[config.mk]
export PLATFORM = sky130hd
export DESIGN_NAME = monitor_conversion_config
export DESIGN_NICKNAME = d
export VERILOG_FILES = /design/src/logic/monitor_pkg.sv /design/src/logic/serial_reg_port.sv /design/src/logic/monitor_conversion_config.sv
export VERILOG_INCLUDE_DIRS = /design/src /design/src/logic
export SDC_FILE = /design/constraint.sdc
export NUM_CORES = 1
export LEC_CHECK = 0
export ABC_AREA = 1
export BUFFER_PORTS_ARGS = -buffer_cell sky130_fd_sc_hd__buf_2
export CAP_MARGIN = 20
export CORE_MARGIN = 2
export CORE_UTILIZATION = 57
export CTS_CLUSTER_SIZE = 20
export DETAILED_ROUTE_END_ITERATION = 16
export PLACE_DENSITY = 0.76
export SLEW_MARGIN = 20
export SYNTH_ARGS = -nofsm -noshare
export SYNTH_HDL_FRONTEND = slang
export SYNTH_SLANG_ARGS = --single-unit
[constraint.sdc]
create_clock -name clk -period 5.25 [get_ports clk]
set_input_delay 1.05 -clock clk [delete_from_list [all_inputs] [get_ports clk]]
set_output_delay 1.05 -clock clk [all_outputs]
set_load 0.01 [all_outputs]
[src/logic/monitor_consts.svh]
`ifndef MONITOR_CONSTS_SVH
`define MONITOR_CONSTS_SVH

// register pointers
`define CFG_PTR 8'h00
`define DROP_PTR 8'h01

// reset values and fixed fields
`define CFG_RESET 16'h4127
`define DROP_RESET 16'h0000
`define RSV_PATTERN 3'h4
`define SRST_BIT 15
`define CFG_KEEP_HI 11

// serial address, value is arbitrary
`define DEV_ADDR 7'h40

// conversion times in ns and clock period
`define CLK_NS 40
`define CT0_NS 140000
`define CT1_NS 204000
`define CT2_NS 332000
`define CT3_NS 588000
`define CT4_NS 1100000
`define CT5_NS 2116000
`define CT6_NS 4156000
`define CT7_NS 8244000
`define CT0_CYC 18'(`CT0_NS / `CLK_NS)
`define CT1_CYC 18'(`CT1_NS / `CLK_NS)
`define CT2_CYC 18'(`CT2_NS / `CLK_NS)
`define CT3_CYC 18'(`CT3_NS / `CLK_NS)
`define CT4_CYC 18'(`CT4_NS / `CLK_NS)
`define CT5_CYC 18'(`CT5_NS / `CLK_NS)
`define CT6_CYC 18'(`CT6_NS / `CLK_NS)
`define CT7_CYC 18'(`CT7_NS / `CLK_NS)

`endif

[src/logic/monitor_pkg.sv]
package monitor_pkg;

  typedef struct packed {
    logic srst;
    logic [2:0] fixed_bits;
    logic [2:0] sample_count_select;
    logic [2:0] rail_sample_period;
    logic [2:0] drop_sample_period;
    logic [2:0] op_select;
  } setup_t;

  typedef struct packed {
    logic valid;
    logic [7:0] ptr;
    logic [15:0] data;
  } reg_write_t;

  typedef enum logic [2:0] {
    SEQ_IDLE = 3'h1,
    SEQ_DROP = 3'h2,
    SEQ_RAIL = 3'h4
  } seq_state_t;

  typedef enum logic [5:0] {
    L_IDLE = 6'h01,
    L_ADDR = 6'h02,
    L_ACK = 6'h04,
    L_RX = 6'h08,
    L_TX = 6'h10,
    L_TXACK = 6'h20
  } link_state_t;

endpackage : monitor_pkg

[src/logic/serial_reg_port.sv]
`include "monitor_consts.svh"

module serial_reg_port import monitor_pkg::*; #(
  parameter logic [6:0] dev_addr = `DEV_ADDR
) (
  // clock and reset
  input wire logic clk,
  input wire logic rst,
  // two-wire pins
  input wire logic scl_in,
  input wire logic sda_in,
  output logic sda_out,
  output logic sda_oe,
  // register side
  input wire logic [15:0] rd_word,
  output reg_write_t wr,
  output logic [7:0] ptr,
  output logic cfg_busy
);

  logic scl_meta, scl_sync, scl_prev, sda_meta, sda_sync, sda_prev;
  logic start_c, stop_c, rise_c, fall_c;
  link_state_t st_reg, st_next;
  logic [3:0] cnt_reg, cnt_next;
  logic [7:0] shift_reg, shift_next, ptr_reg, ptr_next, hi_reg, hi_next;
  logic [15:0] tx_reg, tx_next, word;
  logic [1:0] idx_reg, idx_next;
  logic rw_reg, rw_next, half_reg, half_next, oe_reg, oe_next, busy_reg, busy_next;
  reg_write_t wr_reg, wr_next;

  always_ff @(posedge clk or posedge rst) begin
    if (rst) begin
      scl_meta <= 1'h1;
      scl_sync <= 1'h1;
      scl_prev <= 1'h1;
      sda_meta <= 1'h1;
      sda_sync <= 1'h1;
      sda_prev <= 1'h1;
    end else begin
      scl_meta <= scl_in;
      scl_sync <= scl_meta;
      scl_prev <= scl_sync;
      sda_meta <= sda_in;
      sda_sync <= sda_meta;
      sda_prev <= sda_sync;
    end
  end

  assign start_c = scl_sync & scl_prev & sda_prev & ~sda_sync;
  assign stop_c = scl_sync & scl_prev & ~sda_prev & sda_sync;
  assign rise_c = scl_sync & ~scl_prev;
  assign fall_c = ~scl_sync & scl_prev;

  always_comb begin
    st_next = st_reg;
    cnt_next = cnt_reg;
    shift_next = shift_reg;
    ptr_next = ptr_reg;
    hi_next = hi_reg;
    tx_next = tx_reg;
    idx_next = idx_reg;
    rw_next = rw_reg;
    half_next = half_reg;
    oe_next = oe_reg;
    busy_next = busy_reg;
    wr_next = wr_reg;
    wr_next.valid = 1'h0;
    word = half_reg ? rd_word : tx_reg;
    if (start_c) begin
      st_next = L_ADDR;
      cnt_next = 4'h0;
      idx_next = 2'h0;
      oe_next = 1'h0;
      busy_next = 1'h0;
    end else if (stop_c) begin
      st_next = L_IDLE;
      oe_next = 1'h0;
      busy_next = 1'h0;
    end else begin
      case (st_reg)
        L_IDLE: begin
          oe_next = 1'h0;
        end
        L_ADDR, L_RX: begin
          if (rise_c) begin
            shift_next = {shift_reg[6:0], sda_sync};
            cnt_next = cnt_reg + 4'h1;
          end else if (fall_c && cnt_reg == 4'h8) begin
            cnt_next = 4'h0;
            oe_next = 1'h1;
            st_next = L_ACK;
            if (st_reg == L_ADDR) begin
              rw_next = shift_reg[0];
              tx_next = rd_word;
              half_next = 1'h0;
              if (shift_reg[7:1] != dev_addr) begin
                oe_next = 1'h0;
                st_next = L_IDLE;
              end
            end else if (idx_reg == 2'h0) begin
              ptr_next = shift_reg;
              idx_next = 2'h1;
            end else if (idx_reg == 2'h1) begin
              hi_next = shift_reg;
              idx_next = 2'h2;
              busy_next = (ptr_reg == `CFG_PTR);
            end else begin
              wr_next = '{valid: 1'h1, ptr: ptr_reg, data: {hi_reg, shift_reg}};
              idx_next = 2'h1;
              busy_next = 1'h0;
            end
          end
        end
        L_ACK: begin
          if (fall_c) begin
            oe_next = 1'h0;
            st_next = L_RX;
            if (rw_reg) begin
              oe_next = ~tx_reg[15];
              tx_next = {tx_reg[14:0], 1'h0};
              st_next = L_TX;
            end
          end
        end
        L_TX: begin
          if (rise_c) begin
            cnt_next = cnt_reg + 4'h1;
          end else if (fall_c && cnt_reg == 4'h8) begin
            oe_next = 1'h0;
            st_next = L_TXACK;
          end else if (fall_c) begin
            oe_next = ~tx_reg[15];
            tx_next = {tx_reg[14:0], 1'h0};
          end
        end
        L_TXACK: begin
          if (rise_c && sda_sync) begin
            st_next = L_IDLE;
          end else if (fall_c) begin
            // low byte follows high byte, then the word is fetched again
            half_next = ~half_reg;
            oe_next = ~word[15];
            tx_next = {word[14:0], 1'h0};
            cnt_next = 4'h0;
            st_next = L_TX;
          end
        end
        default: begin
          st_next = L_IDLE;
          oe_next = 1'h0;
        end
      endcase
    end
  end

  always_ff @(posedge clk or posedge rst) begin
    if (rst) begin
      st_reg <= L_IDLE;
      cnt_reg <= 4'h0;
      shift_reg <= 8'h00;
      ptr_reg <= 8'h00;
      hi_reg <= 8'h00;
      tx_reg <= 16'h0000;
      idx_reg <= 2'h0;
      rw_reg <= 1'h0;
      half_reg <= 1'h0;
      oe_reg <= 1'h0;
      busy_reg <= 1'h0;
      wr_reg <= '0;
    end else begin
      st_reg <= st_next;
      cnt_reg <= cnt_next;
      shift_reg <= shift_next;
      ptr_reg <= ptr_next;
      hi_reg <= hi_next;
      tx_reg <= tx_next;
      idx_reg <= idx_next;
      rw_reg <= rw_next;
      half_reg <= half_next;
      oe_reg <= oe_next;
      busy_reg <= busy_next;
      wr_reg <= wr_next;
    end
  end

  // open-drain: only ever pulls low
  assign sda_out = 1'h0;
  assign sda_oe = oe_reg;
  assign wr = wr_reg;
  assign ptr = ptr_reg;
  assign cfg_busy = busy_reg;

endmodule : serial_reg_port

[src/logic/monitor_conversion_config.sv]
`include "monitor_consts.svh"

module monitor_conversion_config import monitor_pkg::*; #(
  parameter logic [17:0] ct_cycles [8] = '{`CT0_CYC, `CT1_CYC, `CT2_CYC, `CT3_CYC,
                                           `CT4_CYC, `CT5_CYC, `CT6_CYC, `CT7_CYC}
) (
  // clock and reset
  input wire logic clk,
  input wire logic rst,
  // two-wire pins
  input wire logic scl_in,
  input wire logic sda_in,
  output logic sda_out,
  output logic sda_oe,
  // converter side
  input wire logic [15:0] drop_sample,
  output logic sample_taken,
  output logic conv_done
);

  setup_t cfg_reg, cfg_next;
  logic [15:0] drop_result_reg, drop_result_next, rd_word, avg_value;
  seq_state_t seq_reg, seq_next, first_state;
  logic [17:0] timer_reg, timer_next, phase_len;
  logic [10:0] pass_reg, pass_next, pass_last;
  logic signed [25:0] acc_reg, acc_next, acc_sum;
  logic kick_reg, kick_next, strobe_reg, strobe_next, done_reg, done_next;
  logic drop_en, rail_en, continuous, powerdown, phase_end, end_pass, wr_cfg, cfg_busy;
  logic [3:0] avg_shift;
  reg_write_t wr;
  logic [7:0] ptr;

  serial_reg_port port_u (
    .clk(clk),
    .rst(rst),
    .scl_in(scl_in),
    .sda_in(sda_in),
    .sda_out(sda_out),
    .sda_oe(sda_oe),
    .rd_word(rd_word),
    .wr(wr),
    .ptr(ptr),
    .cfg_busy(cfg_busy)
  );

  // reads never disturb the sequencer
  assign rd_word = (ptr == `CFG_PTR) ? cfg_reg :
                   (ptr == `DROP_PTR) ? drop_result_reg : 16'h0000;
  assign wr_cfg = wr.valid && wr.ptr == `CFG_PTR;

  assign drop_en = cfg_reg.op_select[0];
  assign rail_en = cfg_reg.op_select[1];
  assign continuous = cfg_reg.op_select[2];
  assign powerdown = ~drop_en & ~rail_en;
  assign first_state = drop_en ? SEQ_DROP : SEQ_RAIL;

  always_comb begin
    case (cfg_reg.sample_count_select)
      3'h0: avg_shift = 4'h0;
      3'h1: avg_shift = 4'h2;
      3'h2: avg_shift = 4'h4;
      3'h3: avg_shift = 4'h6;
      3'h4: avg_shift = 4'h7;
      3'h5: avg_shift = 4'h8;
      3'h6: avg_shift = 4'h9;
      default: avg_shift = 4'hA;
    endcase
  end
  assign pass_last = 11'((12'h1 << avg_shift) - 12'h1);

  assign phase_len = (seq_reg == SEQ_DROP) ? ct_cycles[cfg_reg.drop_sample_period] :
                     ct_cycles[cfg_reg.rail_sample_period];
  assign phase_end = timer_reg == phase_len - 18'h1;
  // sign-extended counts keep their 2.5uV weight
  assign acc_sum = (seq_reg == SEQ_DROP && phase_end) ?
                   acc_reg + {{10{drop_sample[15]}}, drop_sample} : acc_reg;
  // arithmetic shift keeps the sign in bit 15
  assign avg_value = 16'(acc_sum >>> avg_shift);

  always_comb begin
    cfg_next = cfg_reg;
    drop_result_next = drop_result_reg;
    seq_next = seq_reg;
    timer_next = timer_reg;
    pass_next = pass_reg;
    acc_next = acc_reg;
    kick_next = kick_reg;
    strobe_next = 1'h0;
    done_next = 1'h0;
    end_pass = 1'h0;
    if (wr_cfg) begin
      if (wr.data[`SRST_BIT]) begin
        cfg_next = `CFG_RESET;
        drop_result_next = `DROP_RESET;
      end else begin
        cfg_next = {1'h0, `RSV_PATTERN, wr.data[`CFG_KEEP_HI:0]};
      end
      seq_next = SEQ_IDLE;
      timer_next = 18'h0;
      pass_next = 11'h0;
      acc_next = '0;
      kick_next = 1'h1;
    end else if (cfg_busy) begin
      // halt during write
      // a write cut off by stop must not leave continuous mode stalled
      kick_next = kick_reg | continuous;
      seq_next = SEQ_IDLE;
      timer_next = 18'h0;
      pass_next = 11'h0;
      acc_next = '0;
    end else begin
      case (seq_reg)
        SEQ_IDLE: begin
          if (kick_reg) begin
            kick_next = 1'h0;
            timer_next = 18'h0;
            if (!powerdown) begin
              seq_next = first_state;
            end
          end
        end
        SEQ_DROP: begin
          timer_next = timer_reg + 18'h1;
          if (phase_end) begin
            timer_next = 18'h0;
            acc_next = acc_sum;
            strobe_next = 1'h1;
            if (rail_en) begin
              seq_next = SEQ_RAIL;
            end else begin
              end_pass = 1'h1;
            end
          end
        end
        SEQ_RAIL: begin
          timer_next = timer_reg + 18'h1;
          if (phase_end) begin
            timer_next = 18'h0;
            end_pass = 1'h1;
          end
        end
        default: begin
          seq_next = SEQ_IDLE;
        end
      endcase
      if (end_pass) begin
        seq_next = first_state;
        pass_next = pass_reg + 11'h1;
        if (pass_reg == pass_last) begin
          pass_next = 11'h0;
          acc_next = '0;
          done_next = 1'h1;
          if (drop_en) begin
            drop_result_next = avg_value;
          end
          if (!continuous) begin
            seq_next = SEQ_IDLE;
          end
        end
      end
    end
  end

  always_ff @(posedge clk or posedge rst) begin
    if (rst) begin
      cfg_reg <= `CFG_RESET;
      drop_result_reg <= `DROP_RESET;
      seq_reg <= SEQ_IDLE;
      timer_reg <= 18'h0;
      pass_reg <= 11'h0;
      acc_reg <= '0;
      kick_reg <= 1'h1;
      strobe_reg <= 1'h0;
      done_reg <= 1'h0;
    end else begin
      cfg_reg <= cfg_next;
      drop_result_reg <= drop_result_next;
      seq_reg <= seq_next;
      timer_reg <= timer_next;
      pass_reg <= pass_next;
      acc_reg <= acc_next;
      kick_reg <= kick_next;
      strobe_reg <= strobe_next;
      done_reg <= done_next;
    end
  end

  assign sample_taken = strobe_reg;
  assign conv_done = done_reg;
endmodule : monitor_conversion_config

# --- Word level (Yosys, flattened, before mapping) ---
# Memory sizes are Yosys's and may differ from the RTL's.
# Index checks and enable logic that the tools add are counted.
totals:
  romBits: 288
  mem_count: 2
  output_inout_bits: 4
  word_cells: 304
  ff_bits: 180
  input_bits: 20
mem_list:
  columns: ["memory", "words", "width", "rd", "rd_ports_with_merged_regs", "wr", "line_no", "text"]
  rows:
  - ["(name not given)", 8, 18, 1, 0, 0, "monitor_conversion_config.sv:72", "ct_cycles[cfg_reg.rail_sample_period];"]
  - ["(name not given)", 8, 18, 1, 0, 0, "monitor_conversion_config.sv:71", "assign phase_len = (seq_reg == SEQ_DROP) ? ct_cycles[cfg_reg.drop_sample_period] :"]
op_classes:
  mux: 135
  bitwise_logic: 26
  eq_ne: 59
  add_sub_neg: 6
  shift: 2
  n_lt_le_gt_ge: 2
  reduce_logical: 38
op_table:
  columns: ["cell", "count"]
  rows:
  - ["$mux 16", 19]
  - ["$mux 25", 8]
  - ["$mux 26", 7]
  - ["$mux 18", 9]
  - ["$pmux 16 s4", 1]
  - ["$mux 6", 10]
  - ["$mux 11", 4]
  - ["$mux 1", 41]
  - ["$pmux 18 s2", 1]
  - ["$mux 3", 11]
  - ["$pmux 6 s5", 1]
  - ["$mux 4", 7]
  - ["$pmux 4 s7", 1]
  - ["$add 26x26->26", 1]
  - ["$sshr 26x4->16", 1]
  - ["$reduce_and 8->1", 3]
  - ["$reduce_and 7->1", 3]
  - ["$ne 2x1->1 const B", 10]
  - ["$ne 4x1->1 const B", 5]
  - ["$reduce_and 5->1", 4]
  - ["$add 18x1->18 const B", 1]
  - ["$eq 18x18->1", 1]
  - ["$ne 3x1->1 const B", 6]
  - ["$sub 18x1->18 const B", 1]
  - ["other kinds (49)", 112]

# --- Depth between registers and ports, before layout ---
# Gate-level depths: netlist of the first run.
depth:
  depth_word: 15
  mapped_depth: 22
  mapped_depth_nobuf: 21

# --- Cells and area by module ---
# A second synthesis of the first run with hierarchy kept.
hier_totals:
  cells_unflattened: 2012
  hier_area_um2: 13246.5
modules_own_cells:
  columns: ["module", "area_each_um2", "cells_each", "instances"]
  rows:
  - ["monitor_conversion_config", 8989.9, 1480, 1]
  - ["serial_reg_port", 4256.6, 532, 1]

# --- Least setup slack after synthesis of the first run ---
# No wires, ideal clock.
synth_timing:
  path_kind: "in2reg"
  from: "in drop_sample[0]"
  to: "reg drop_result_reg[8]"
  t_arrival_ps: 2960
  n_path_buf: 0
  slack_ps: 2225
  cell_stages: 19
  setup_ps: 65
  cell_sequence: "ha_1 -> fa_1 -> nand3_1 -> nand3_1 -> nand2_1 -> nand2_1 -> nand2_1 -> nand2_1 -> nand2_1 -> nand2_1 -> inv_1 -> nand4_1 -> nand3_1 -> nand3_1 -> nand2_1 -> nand2_1 -> nand3_1 -> nand2_1 -> nand2_1"
synth_via:
  elab_chain_len: 8
synth_rtl:
  columns: ["item", "line_no", "text"]
  rows:
  - ["from (decl)", "monitor_conversion_config.sv:16", "input wire logic [15:0] drop_sample,"]
  - ["$add 26x26->26", "monitor_conversion_config.sv:76", "acc_reg + {{10{drop_sample[15]}}, drop_sample} : acc_reg;"]
  - ["$mux 26", "monitor_conversion_config.sv:75", "assign acc_sum = (seq_reg == SEQ_DROP && phase_end) ?"]
  - ["$sshr 26x4->16", "monitor_conversion_config.sv:78", "assign avg_value = 16'(acc_sum >>> avg_shift);"]
  - ["$mux 16", "monitor_conversion_config.sv:153", "if (drop_en) begin"]
  - ["$mux 16", "monitor_conversion_config.sv:149", "if (pass_reg == pass_last) begin"]
  - ["$mux 16", "monitor_conversion_config.sv:146", "if (end_pass) begin"]
  - ["$mux 16", "monitor_conversion_config.sv:103", "end else if (cfg_busy) begin"]
  - ["$mux 16", "monitor_conversion_config.sv:91", "if (wr_cfg) begin"]
  - ["to (signal assigned)", "monitor_conversion_config.sv:167", "drop_result_reg <= `DROP_RESET;"]
  - ["to (signal assigned)", "monitor_conversion_config.sv:177", "drop_result_reg <= drop_result_next;"]
  - ["to (decl)", "monitor_conversion_config.sv:22", "logic [15:0] drop_result_reg, drop_result_next, rd_word, avg_value;"]
# Every way passes these cells. The select of a mux whose other input is x is not followed.
# A chain may end at the register's enable or synchronous reset.

# --- Final worst setup path of the first run ---
layout_timing:
  from: "reg cfg_reg[7] (netlist bit)"
  to: "reg drop_result_reg[5]"
layout_via:
  elab_chain_len: 15
  elab_cells_between_ends: 22
  cone_classes: "add/sub (1); eq/ne (1); shift (1); mux (14); bitwise (1); reduce/logical (3); memory (1)"
layout_rtl:
  columns: ["item", "line_no", "text"]
  rows:
  - ["from (decl)", "monitor_conversion_config.sv:21", "setup_t cfg_reg, cfg_next;"]
  - ["from (signal assigned)", "monitor_conversion_config.sv:166", "cfg_reg <= `CFG_RESET;"]
  - ["from (signal assigned)", "monitor_conversion_config.sv:176", "cfg_reg <= cfg_next;"]
  - ["$not 3->4 (not written as such) *", "monitor_conversion_config.sv:72", null]
  - ["$mem_v2 8x18 *", null, null]
  - ["$mux 18 (not written as such) * (2 in a row)", "monitor_conversion_config.sv:72", null]
  - ["$mux 18 *", "monitor_conversion_config.sv:71", null]
  - ["$sub 18x1->18 *", "monitor_conversion_config.sv:73", "assign phase_end = timer_reg == phase_len - 18'h1;"]
  - ["$eq 18x18->1 *", "monitor_conversion_config.sv:73", null]
  - ["$logic_and 1x1->1", "monitor_conversion_config.sv:75", null]
  - ["$mux 26", "monitor_conversion_config.sv:75", null]
  - ["$sshr 26x4->16", "monitor_conversion_config.sv:78", null]
  - ["$mux 16", "monitor_conversion_config.sv:153", null]
  - ["$mux 16", "monitor_conversion_config.sv:149", null]
  - ["$mux 16", "monitor_conversion_config.sv:146", null]
  - ["$mux 16", "monitor_conversion_config.sv:103", null]
  - ["$mux 16", "monitor_conversion_config.sv:91", null]
# Mark *: on every way between the ends. The rest lies on a longest branch, timed or not. The select of a mux whose other input is x is not followed.

==> results.md, run 1 <==
Global routing:
- The total global routing overflow is 0.
- The via count of the first global-routing pass is 11,500.
- The global-route wire length before repair is between 50,000 and 60,000 microns.
- Global routing used 29.5% of the available tracks across all layers.
- The initial antenna violation count is 0.
- The pin count of the biggest net entering global routing is 171.

Timing:
- Dividing the final minimum period by the clock period gives 67.3%.
- Setup violations remaining at the end of the flow were counted as 0.
- The headroom to the max-slew limit is between 20% and 30%.
- At the pin with the least slew margin, the transition time is 1080 ps.
- The final hold violation count is 0.
- The setup TNS is 0 ps.
- The maximum clock frequency is 283 MHz.
- The worst path setup slack after routing is 1720 ps.
- The minimum clock period after layout is 3530 ps.
- The max-slew violation count is 0.
- Setup repair after global routing left no endpoint under its margin.
- The worst hold slack is approximately 360 ps.
- The clock arrives with 18.6 ps of skew.

Die:
- The initial standard-cell utilization of the core is just under 60%.
- The die is ~150 microns wide.
- The vertical die dimension is 153 microns.
- The I/O pin count is 24.
- The area of the die is 23,500 sq um.
- The floorplan has 54 rows.
- The floorplan step defined a core boundary enclosing 21,900 sq um.

Clocking:
- After clock tree synthesis, the clock-pin slew on the worst setup and hold paths is roughly 80 ps.
- The number of clock sinks is 170.
- The maximum buffer depth of the clock tree is 2.
- The clock tree root driver cell is sky130_fd_sc_hd__clkbuf_16.
- The number of hold buffers added after cts is 0.
- Buffers added to address setup during post-CTS repair amount to 0.
- TritonCTS built the clock tree.
- TritonCTS created 17 clock buffers.
- The latest clock arrival within the worst-skew pair is 450 ps.
- The H-tree generated during clock tree synthesis spans 4 levels.
- The number of gates given a new drive strength after cts is 0.

Setup path:
- The slowest stage of the critical path is the sky130_fd_sc_hd__dfrtp_1 cell.
- The signal on the critical path passes through inv_1, ha_1, nand2_1, o21ai_0, nand2_1, nand3_1, nand2_1, nor2_2, nand2_2, nor2_8, nand3_4, nand2_1, nand2_1, nand2_1, nand3_1, nand2_1, nand2_1, nand4_1, nand2_1.
- At the worst endpoint, the arrival time is approximately 3900 ps.
- The kind of launch point of the worst setup path is a register.
- STA puts the critical path data required time at approximately 5600 ps.
- The most numerous cell on the critical path is sky130_fd_sc_hd__nand2_1.
- The classification of the worst setup path is reg2reg.
- The maximum fanout along the worst path is 26.
- Grouping stages by cell kind, the critical path spends the most delay in simple AND/OR/NAND/NOR gates.
- STA classifies the critical path endpoint as a register.
- The count of buffering cells on the critical path with inverters included is 1.
- The largest incremental delay on the critical path is 470 ps.

Detailed routing:
- The number of vias per cell after detailed routing is around 5.7.
- Dividing the detail-routed wire length by the instance count gives 15.6 microns.
- For this run, design rule violations remaining after detail routing come to 0.
- In this run the remaining antenna-violating nets after routing total 0.
- Summed over all layers, the routed wires come to 34,300 microns.
- The first detailed-routing pass ran for 6 iterations.
- Detailed routing inserted a total of 12,500 vias.
- The detailed router finished its first iteration with 1,097 violations.

Synthesis:
- After synthesis the netlist holds a flip-flop and latch count of 170.
- The synthesized design contains 0 enable-type register cells.
- During synthesis, Yosys emitted a total of 0 warnings.
- When the netlist entered floorplanning its net count stood at 1,976.
- The area share of the largest cell type after synthesis is 30.7%.
- The average instance area after synthesis is between 6 and 7 sq um.
- The commonest cells after synthesis are sky130_fd_sc_hd__nand2_1, sky130_fd_sc_hd__inv_1, sky130_fd_sc_hd__nand3_1.
- In the synthesized netlist, the number of instances is 1,911.
- The netlist area before placement is 12,700 sq um.
- The register area share after synthesis is 33.6%.
- The top flip-flop cell by instance count after synthesis is sky130_fd_sc_hd__dfrtp_1.
- The netlist uses 56 different library cells.
- Yosys attributes the largest share of cell area to sky130_fd_sc_hd__dfrtp_1, sky130_fd_sc_hd__nand2_1, sky130_fd_sc_hd__nand3_1, sky130_fd_sc_hd__inv_1, sky130_fd_sc_hd__ha_1.
- The largest total area in the synthesized netlist belongs to sky130_fd_sc_hd__dfrtp_1.
- The proportion of register bits with asynchronous set or reset after synthesis is 100%.
- In the post-synthesis netlist, the cell with the most instances is sky130_fd_sc_hd__nand2_1.

Place:
- The post-place instance area is 13,000 sq um.
- The final estimated routing congestion in global placement is 0.974.
- Counting tap cells, the placed design contains a total of 2,168 instances.
- The half-perimeter wire length of the detailed placement result is 26,000 microns.
- In this run the tool buffered the top-level ports with 22 buffer cells.
- The setup slack at placement is 1650 ps.

Finish:
- The area of all placed cells without fillers is around 14,000 sq um.
- Summing all multi-input logic gate instances after layout gives 7150 sq um.
- The number of flip-flops in the largest register is 26.
- Registers take 4270 sq um.
- Compared with the post-synthesis result, the final layout area differs by 6.87%.
- The count of cells in the finished layout, fillers not included, comes to 2,201.
- For this run, the post-layout net count is ~2,000.
- Cells with a size suffix above 1 make up 7.96% of the layout.
- The diode insertion count for antenna repair is 0.
- The final-layout fill cell count is approximately 2,100.

Worst hold path:
- The worst hold path belongs to the class reg2reg.

Run status:
- The run finished with clean final reports.

Pwr:
- The leakage dissipation is 7.08 nW.
- The worst-case IR drop observed on VDD is about 0.19 mV.
- The power per cell area is 232 nW/um^2.

Flow run:
- The number of violations of the max-capacitance limit is 0.
==> stage by stage <==
stage | power (W) | util (%)
floorplan | 0.00175 | -
global placement | 0.00183 | 59.2
detailed placement | 0.00185 | 59.2
CTS | 0.00315 | 62.0
global route | 0.00328 | 62.1
finish | 0.00315 | 62.1
==> final timing paths <==
kind | from | endpoint | slack, ps | cells past startpoint
min reg2reg | port_u.scl_meta | port_u.scl_sync | 360 | 0
max | cfg_reg[7] | drop_result_reg[5] | 1720 | 19
min | port_u.scl_meta | port_u.scl_sync | 360 | 0
min in group asynchronous | rst | acc_reg[1] | 760 | 3
max in group asynchronous | rst | cfg_reg[11] | 3610 | 3
max reg2reg | cfg_reg[7] | drop_result_reg[5] | 1720 | 19
==> area by class of cell <==
cell class                 count  area share, %
sequential                   170           31.4
clock inverter                14           1.33
timing repair buffer          31           1.40
inverter                     266           7.39
multi-input combinational   1422           52.6
clock buffer                  18           3.23
tap                          280           2.58
==> layer usage <==
metal / track usage [%] / wire length (microns) / vias to the layer above
met3: 5.22 / 2420 / 54
li1: - / - / 6184
met4: 7.34 / 571 / 0
met2: 45.2 / 15300 / 427
met1: 43.5 / 16000 / 5796
met5: 0 / 0 / -
==> logic make-up after synthesis <==
kind of cell    after synthesis  synth area share (%)
xor+xnor                     29                  2.00
other cells                   2                0.0591
fa+ha+maj                    45                  4.49
buf+inv                     319                  10.2
simple gates               1141                  40.4
compound gates              205                  9.25
flops                       170                  33.6
==> report_power, final <==
part | switching (W) | internal [W] | total, W
logic | 0.000242 | 0.000134 | 0.000376
clock network | 0.000621 | 0.000697 | 0.00132
registers | 0.0000520 | 0.00140 | 0.00145
==> worst reg2reg max path, cell delays in order, from the launching register on <==
cell	delay [ps]
sky130_fd_sc_hd__dfrtp_1	470
sky130_fd_sc_hd__inv_1	190
sky130_fd_sc_hd__ha_1	360
sky130_fd_sc_hd__nand2_1	90
sky130_fd_sc_hd__o21ai_0	110
sky130_fd_sc_hd__nand2_1	100
sky130_fd_sc_hd__nand3_1	160
sky130_fd_sc_hd__nand2_1	90
sky130_fd_sc_hd__nor2_2	90
sky130_fd_sc_hd__nand2_2	90
sky130_fd_sc_hd__nor2_8	380
sky130_fd_sc_hd__nand3_4	410
sky130_fd_sc_hd__nand2_1	260
sky130_fd_sc_hd__nand2_1	70
sky130_fd_sc_hd__nand2_1	60
sky130_fd_sc_hd__nand3_1	120
sky130_fd_sc_hd__nand2_1	160
sky130_fd_sc_hd__nand2_1	70
sky130_fd_sc_hd__nand4_1	90
sky130_fd_sc_hd__nand2_1	60
==> placed cells by master (no fill, tap or decap), types with 17 or more instances in the layout <==
master,instances
sky130_fd_sc_hd__nand2_1,624
sky130_fd_sc_hd__inv_1,253
sky130_fd_sc_hd__nand3_1,212
sky130_fd_sc_hd__dfrtp_1,156
sky130_fd_sc_hd__nor2_1,142
sky130_fd_sc_hd__o21ai_0,99
sky130_fd_sc_hd__nand4_1,59
sky130_fd_sc_hd__a21oi_1,44
sky130_fd_sc_hd__ha_1,44
sky130_fd_sc_hd__nand2_2,24
sky130_fd_sc_hd__o22ai_1,24
sky130_fd_sc_hd__xor2_1,22
sky130_fd_sc_hd__buf_2,22
sky130_fd_sc_hd__nor3_1,20
sky130_fd_sc_hd__clkbuf_16,17
(Power assumes the default switching activity.)
==> run 2: changes to the inputs <==
==> constraint.sdc (replaced) <==
create_clock -name clk -period 2.9 [get_ports clk]
set_input_delay 0.58 -clock clk [delete_from_list [all_inputs] [get_ports clk]]
set_output_delay 0.58 -clock clk [all_outputs]
set_load 0.01 [all_outputs]
==> run 2 against run 1 <==
  * Combinational power grew 86%
  * Highest routed layer unchanged
  * Global-route usage up 1.1 points
  * Design area grew 9.1%
  * Utilization is 5.6 points higher
  * Cell count grew 3.8%
  * Die area stayed put
  * First-iteration DRC count is 19% higher
  * Critical path depth grew 2
  * Maximum frequency increased by 26%
  * Register-to-register slack got worse by 1600 ps
  * Critical endpoint is now drop_result_reg[14]
  * Sequential power grew 81%
==> results.md, run 2 (synthesized netlist as in run 1, its figures left out) <==
Timing:
- Headroom to the max-slew limit came out at 29.7%.
- The maximum clock frequency is 356 MHz.
- The worst path setup slack after routing is 88.8 ps.
- The setup-violating endpoint count in the final report is 0.
- The minimum clock period after layout is 2810 ps.
- The max-slew violation count is 0.
- The final hold violation count is 0.
- Setup repair after global routing could not meet its margin everywhere.
- The worst-margin pin slew is 1050 ps.
- Between clock sinks in the finished design, the worst skew comes to 14.9 ps.
- Of the available clock period, the critical path in the final layout requires 96.9%.

Clocking:
- The number of clock sinks is 170.
- The number of hold buffers added after cts is 0.
- The maximum buffer depth of the clock tree is 2.
- TritonCTS built the clock tree.
- Counting the buffers created by CTS gives 17.
- The H-tree level count is 4.
- The latest clock arrival within the worst-skew pair is 450 ps.
- The clock tree root driver cell is sky130_fd_sc_hd__clkbuf_16.
- After clock tree synthesis, the clock-pin slew on the worst setup and hold paths is ~80 ps.

Pwr:
- The power per cell area is 383 nW/um^2.
- The maximum ir drop on the vdd rail is 0.397 mV.
- The leakage dissipation is 7.63 nW.

Global routing:
- The via count of the first global-routing pass is 11,800.
- The initial antenna violation count is 0.
- After global routing the overflow that remains totals 0.
- The pin count of the biggest net entering global routing is 51.
- The total routing resource utilization after global routing is 30.6%.
- The first global-routing pass estimated 59,000 microns of wire.

Place:
- Detailed placement ended at an HPWL of around 27,000 microns.
- The setup slack at placement is -66.4 ps.
- The final estimated routing congestion in global placement is 1.01.
- The quantity of I/O buffers inserted on ports is 22.
- Once placement completed, the tool counted placed cells totaling 2,229.

Setup path:
- STA classifies the critical path endpoint as a register.
- The kind of launch point of the worst setup path is a register.
- The count of buffering cells on the critical path with inverters included is 4.
- Along the worst path, the maximum fanout reaches 7.
- The kind of cell with the highest combined delay along the critical path is simple AND/OR/NAND/NOR gates.
- For the worst setup path, the data arrival time is 3190 ps.
- The signal on the critical path passes through inv_2, buf_6, ha_1, inv_1, nand2_1, nand2_1, nand2_2, nand3_2, nand2_1, nor2_2, nand3_4, nor2_8, nand3_4, buf_8, nand2_2, nand3_2, nand3_2, nand2_2, nand2_1, nand4_1, nand2_1.
- The largest single stage delay on the critical path is 370 ps.
- The slowest cell on the critical path is sky130_fd_sc_hd__dfrtp_1.
- The cell that appears most often on the critical path is sky130_fd_sc_hd__nand2_1.
- STA puts the critical path data required time at 3280 ps.
- The classification of the worst setup path is reg2reg.

Detailed routing:
- The number of vias per cell after detailed routing is 5.71.
- The mean routed wirelength per cell is 16.1 microns.
- Wires add up to 36,700 microns.
- The first-pass detailed-route iteration total is 8.
- The count of nets left with antenna violations once routing finished came out at 0.
- The overall via count from detail_route is roughly 13,000.
- After the first detailed-routing iteration, the DRC count stood at 1,307.
- In the routed design, unresolved DRC markers number 0.

Finish:
- The repair_antennas step left the layout with diodes totalling 0.
- The fraction of layout instances using a drive strength above 1 is 17.0%.
- The area growth from synthesis to layout is 16.6%.
- Fill cells in the final layout number 1,937.
- The count of non-filler cells in the finished layout is 2,284.
- The count of nets after finishing is 2,056.
- The library cell used most frequently in the layout, excluding fill and tap cells, is sky130_fd_sc_hd__nand2_1.
- Measured on the finished design, the core utilization comes to 67.7%.
- The register with the most flip-flops in the layout has 26 of them.
- Leaving out fill and tap cells, the most frequent cells in the layout are sky130_fd_sc_hd__nand2_1, sky130_fd_sc_hd__inv_1, sky130_fd_sc_hd__nand3_1.

Die:
- The floorplan has 54 rows.
- The initial standard-cell utilization of the core is 58.1%.
- The I/O pin count is 24.
- The core area is ~22,000 sq um.
- The vertical die dimension is 153 microns.
- The die width is 153 microns.
- The die covers ~24,000 sq um.

Flow run:
- The number of violations of the max-capacitance limit is 0.

Worst hold path:
- The worst hold path belongs to the class in2async.

Run status:
- The run finished with clean final reports.
==> run 2: cell types whose count changed in the layout (fill, tap and decap cells not counted), sizes merged, moves of 2 or more <==
cell      previous run  this run
buf                 31       110
clkbuf              18        20
clkinvlp             4         2
inv                268       270
==> run 2: report_power, final <==
group / switching, W / internal, W / leakage, nW
registers: 0.0000972 / 0.00254 / 2.24
logic: 0.000443 / 0.000257 / 5.09
clock network: 0.00115 / 0.00119 / 0.292
==> run 2: metrics by stage <==
| stage | cell area (sq um) | hold slack [ps] | TNS (ps) | total power [W] |
|---|---|---|---|---|
| floorplan | 12700 | 345 | 0 | 0.00316 |
| global placement | 13500 | 348 | 0 | 0.00335 |
| detailed placement | 13500 | 348 | -132 | 0.00337 |
| CTS | 14100 | 165 | 0 | 0.00569 |
| global route | 14800 | 174 | -1100 | 0.00592 |
| finish | 14800 | 158 | 0 | 0.00567 |
==> run 2: per-layer routing <==
| layer | track usage, % | vias up | routed length (microns) |
|---|---|---|---|
| li1 | - | 6369 | - |
| met1 | 45.1 | 6167 | 16900 |
| met2 | 47.7 | 447 | 16600 |
| met3 | 5.10 | 68 | 2500 |
| met4 | 6.68 | 0 | 640 |
| met5 | 0 | - | 0 |
==> run 2: final timing paths <==
| kind | startpoint | to | slack, ps | cells past startpoint |
|---|---|---|---|---|
| min | rst | port_u.cnt_reg[1] | 160 | 2 |
| max | cfg_reg[3] | drop_result_reg[14] | 90 | 21 |
| max reg2reg | cfg_reg[3] | drop_result_reg[14] | 90 | 21 |
| min reg2reg | port_u.sda_meta | port_u.sda_sync | 360 | 0 |
| min in group clk | scl_in | port_u.scl_meta | 230 | 1 |
| max in group asynchronous | rst | timer_reg[15] | 1980 | 3 |
==> run 2: final cells by class <==
cell class / instances / area, sq um / share of cell area, %
sequential: 170 / 4280 / 28.9
inverter: 266 / 1010 / 6.82
multi-input combinational: 1424 / 7650 / 51.6
timing repair buffer: 112 / 923 / 6.23
clock inverter: 14 / 166 / 1.12
tap: 280 / 350 / 2.36
clock buffer: 18 / 439 / 2.96
==> run 2: repair_timing <==
| item | in CTS | in global routing |
|---|---|---|
| gates cloned | 1 | 3 |
| pin swaps | 2 | 33 |
| resized for setup | 3 | 137 |
| setup buffers | 2 | 17 |
| endpoints found under the setup margin | 9 | 37 |
==> run 3: changes to the inputs <==
--- a/config.mk
+++ b/config.mk
@@ -8,12 +8,12 @@
 export LEC_CHECK = 0
 export ABC_AREA = 1
 export BUFFER_PORTS_ARGS = -buffer_cell sky130_fd_sc_hd__buf_2
-export CAP_MARGIN = 20
+export CAP_MARGIN = 25
 export CORE_MARGIN = 2
 export CORE_UTILIZATION = 57
 export CTS_CLUSTER_SIZE = 20
 export DETAILED_ROUTE_END_ITERATION = 16
-export PLACE_DENSITY = 0.76
+export PLACE_DENSITY = 0.73
 export SLEW_MARGIN = 20
 export SYNTH_ARGS = -nofsm -noshare
 export SYNTH_HDL_FRONTEND = slang
==> constraint.sdc (replaced) <==
create_clock -name clk -period 3.7 [get_ports clk]
set_input_delay 0.74 -clock clk [delete_from_list [all_inputs] [get_ports clk]]
set_output_delay 0.74 -clock clk [all_outputs]
set_load 0.01 [all_outputs]
==> run 3 against run 2 <==
  * Global-route usage increased by 0.15 points
  * Critical path type unchanged
  * Count of clock-buffer cells in the layout unchanged
  * Power decreased by 22%
  * Hold slack improved by 200 ps
==> results.md, run 3 (synthesized netlist as in run 1, its figures left out) <==
Setup path:
- On the worst path, the slowest cell contributes a delay of around 480 ps.
- The origin of the worst setup path is cfg_reg[7].
- The largest individual stage delay along the critical path comes from the cell sky130_fd_sc_hd__dfrtp_1.
- Among the stages of the critical path, the cell type that occurs most often is sky130_fd_sc_hd__nand2_1.
- The cell family contributing the most delay on the critical path is simple AND/OR/NAND/NOR gates.
- The count of buffering cells on the critical path with inverters included is 1.
- Walking the worst path, the cells encountered are inv_1, ha_1, nand2_1, o21ai_0, nand2_1, nand3_1, nand2_1, nor2_2, nand2_2, nor2_8, nand3_4, nand2_1, nand2_1, nand2_1, nand3_1, nand3_1, nand3_1, nand2_1, nand2_1.
- The launch point of the worst reg-to-reg path is cfg_reg[7].
- The kind of end point of the critical path is a register.
- The classification of the worst setup path is reg2reg.
- The data required time at the worst endpoint is slightly above 4000 ps.
- Data arrives at the worst endpoint at about 3600 ps.
- The kind of launch point of the worst setup path is a register.
- Of all nets on the critical path, the largest fanout is 24.

Clocking:
- The number of gates given a new drive strength after cts is 0.
- The clock tree root driver cell is sky130_fd_sc_hd__clkbuf_16.
- Hold repair after CTS inserted 0 buffers.
- Once the clock tree was built, the setup fixing pass inserted 0 buffers.
- The number of clock sinks is 170.
- TritonCTS created 17 clock buffers.
- No sink is reached through more buffers than the 2 on the longest clock path.
- The clock tree synthesis step divided the H-tree into 4 levels.
- TritonCTS built the clock tree.
- Clock-pin slew was measured on the worst setup and hold paths at ~80 ps.
- The latest clock arrival within the worst-skew pair is 450 ps.

Die:
- The initial standard-cell utilization of the core is 58.1%.
- The die is 153 microns tall.
- After floorplanning, the core was divided into 54 placement rows.
- From left edge to right edge, the die measures ~150 microns.
- The I/O pin count is 24.
- The area of the die is ~24,000 sq um.
- In this run the standard cell core region covers about 22,000 sq um.

Timing:
- The worst-margin pin slew is 831 ps.
- In this run the tightest slew margin relative to its limit is 44.5%.
- Adding up every negative setup slack in the final design gives 0 ps.
- Timing would allow up to 307 MHz.
- Hold is met by 358 ps.
- The max-slew violation count was 0.
- Setup repair after global routing left no endpoint under its margin.
- The worst path needs 3250 ps of the cycle, external delays included.
- Setup violations remaining at the end of the flow were counted as 0.
- The ratio of final minimum period to clock period is 87.9%.
- Between clock sinks in the finished design, the worst skew comes to 14.8 ps.
- Setup slack on the critical path of the routed design comes to between 400 and 500 ps.
- The final hold violation count is 0.

Finish:
- Leaving out fill and tap cells, the most frequent cell in the layout is sky130_fd_sc_hd__nand2_1.
- In the layout the commonest cells are sky130_fd_sc_hd__nand2_1, sky130_fd_sc_hd__inv_1, sky130_fd_sc_hd__nand3_1.
- The area overhead of the layout relative to synthesis is 7.68%.
- The fraction of layout instances using a drive strength above 1 is between 8 and 9%.
- The final layout contains 1,984 nets.
- The number of flip-flops in the largest register is 26.
- 0 antenna diodes ended up in the layout.
- The layout has around 2,000 filler cells.

Flow run:
- Max-cap violations in this run came to 0.

Pwr:
- The power per cell area is 325 nW/um^2.
- For this design the static power due to leakage is 7.15 nW.
- The maximum ir drop on the vdd rail is roughly 0.28 mV.
- Overall power consumption after layout is estimated at between 0.004 and 0.005 W.

Detailed routing:
- Summed over all nets, wire length on met3 after detailed routing comes to 2570 microns.
- Across all layers, the routed design uses 12,600 vias.
- The top metal layer carrying routed signals is met4.
- After the first detailed-routing iteration, the DRC count stood at 1,120.
- Dividing the detail-routed via count by the number of cells gives 5.68.
- The first-pass detailed-route iteration total is 6.
- For this run, design rule violations remaining after detail routing come to 0.
- After detailed routing, the average wire length per cell comes to 16.0 microns.
- The post-detailed-route count of antenna-violating nets is 0.
- The total length of routed wires is 35,500 microns.
- The met2 routed wirelength is 15,800 microns.
- In the final routing, the length of wire on met1 measures ~16,000 microns.

Global routing:
- Summed over all layers, the global routing overflow is 0.
- The via count of the first global-routing pass is 11,700.
- The pin count of the biggest net entering global routing is 61.
- The first global-routing pass estimated 59,100 microns of wire.
- Global routing used between 30% and 40% of the available tracks across all layers.
- The initial antenna violation count is 0.

Place:
- The half-perimeter wire length of the detailed placement result is between 20,000 and 30,000 microns.
- The final estimated routing congestion in global placement is 0.986.
- The setup slack at placement is 305 ps.
- In this run the tool buffered the top-level ports with 22 buffer cells.

Worst hold path:
- The worst hold path begins at port_u.scl_meta.
- The class of the tightest hold or removal check is reg2reg.

Run status:
- The flow ran to the end, and the final reports show no timing, DRC or antenna violations.
[run 3: cell count changes in the layout (fill, tap and decap cells not counted), sizes merged]
| cell | before | now |
|---|---|---|
| buf | 110 | 42 |
| clkbuf | 20 | 18 |
| clkinv | 8 | 11 |
| inv | 270 | 267 |
| nand2 | 653 | 652 |
| nand3 | 223 | 222 |
[run 3: metal layers]
| metal | up-vias | global-route usage [%] |
|---|---|---|
| li1 | 6222 | - |
| met1 | 5877 | 44.8 |
| met2 | 414 | 47.3 |
| met3 | 56 | 5.64 |
| met4 | 0 | 8.43 |
| met5 | - | 0 |
[run 3: worst paths after layout]
path	end	slack [ps]	cells past startpoint
worst max-delay path	drop_result_reg[13]	450	19
worst max register to register	drop_result_reg[13]	450	19
min in group asynchronous	acc_reg[2]	450	2
worst min register to register	port_u.scl_sync	360	0
max in group asynchronous	cfg_reg[8]	2420	3
worst min-delay path	port_u.scl_sync	360	0
[run 3: area by class of cell]
type                    instances  area (sq um)  area share [%]
inverters                     266          1000            7.34
clock buffers                  18           439            3.21
repair buffers                 42           298            2.17
well taps                     280           350            2.56
multi-input cells            1422          7150            52.2
clock inverters                14           176            1.29
flip-flops and latches        170          4270            31.2
[run 3: worst reg2reg max path, delay by kind of cell, from the launching register on]
family | cells | cell delay [ps]
flops | 1 | 480
compound gates | 1 | 100
fa+ha+maj | 1 | 360
buf+inv | 1 | 190
simple gates | 16 | 2020
[run 3: report_power, final]
group / total (W) / internal (W) / switching, W
Combinational: 0.000541 / 0.000195 / 0.000346
Sequential: 0.00206 / 0.00199 / 0.0000733
Clock: 0.00184 / 0.000931 / 0.000913
[run 3: through the flow]
| stage | utilization, % | instance area, sq um | std cells |
|---|---|---|---|
| after CTS | 62.6 | 13700 | 2212 |
| after global placement | 59.7 | 13100 | 2180 |
| after global routing | 62.6 | 13700 | 2212 |
| after floorplan | - | 12700 | 1911 |
| after detailed placement | 59.7 | 13100 | 2180 |
| final | 62.6 | 13700 | 2212 |
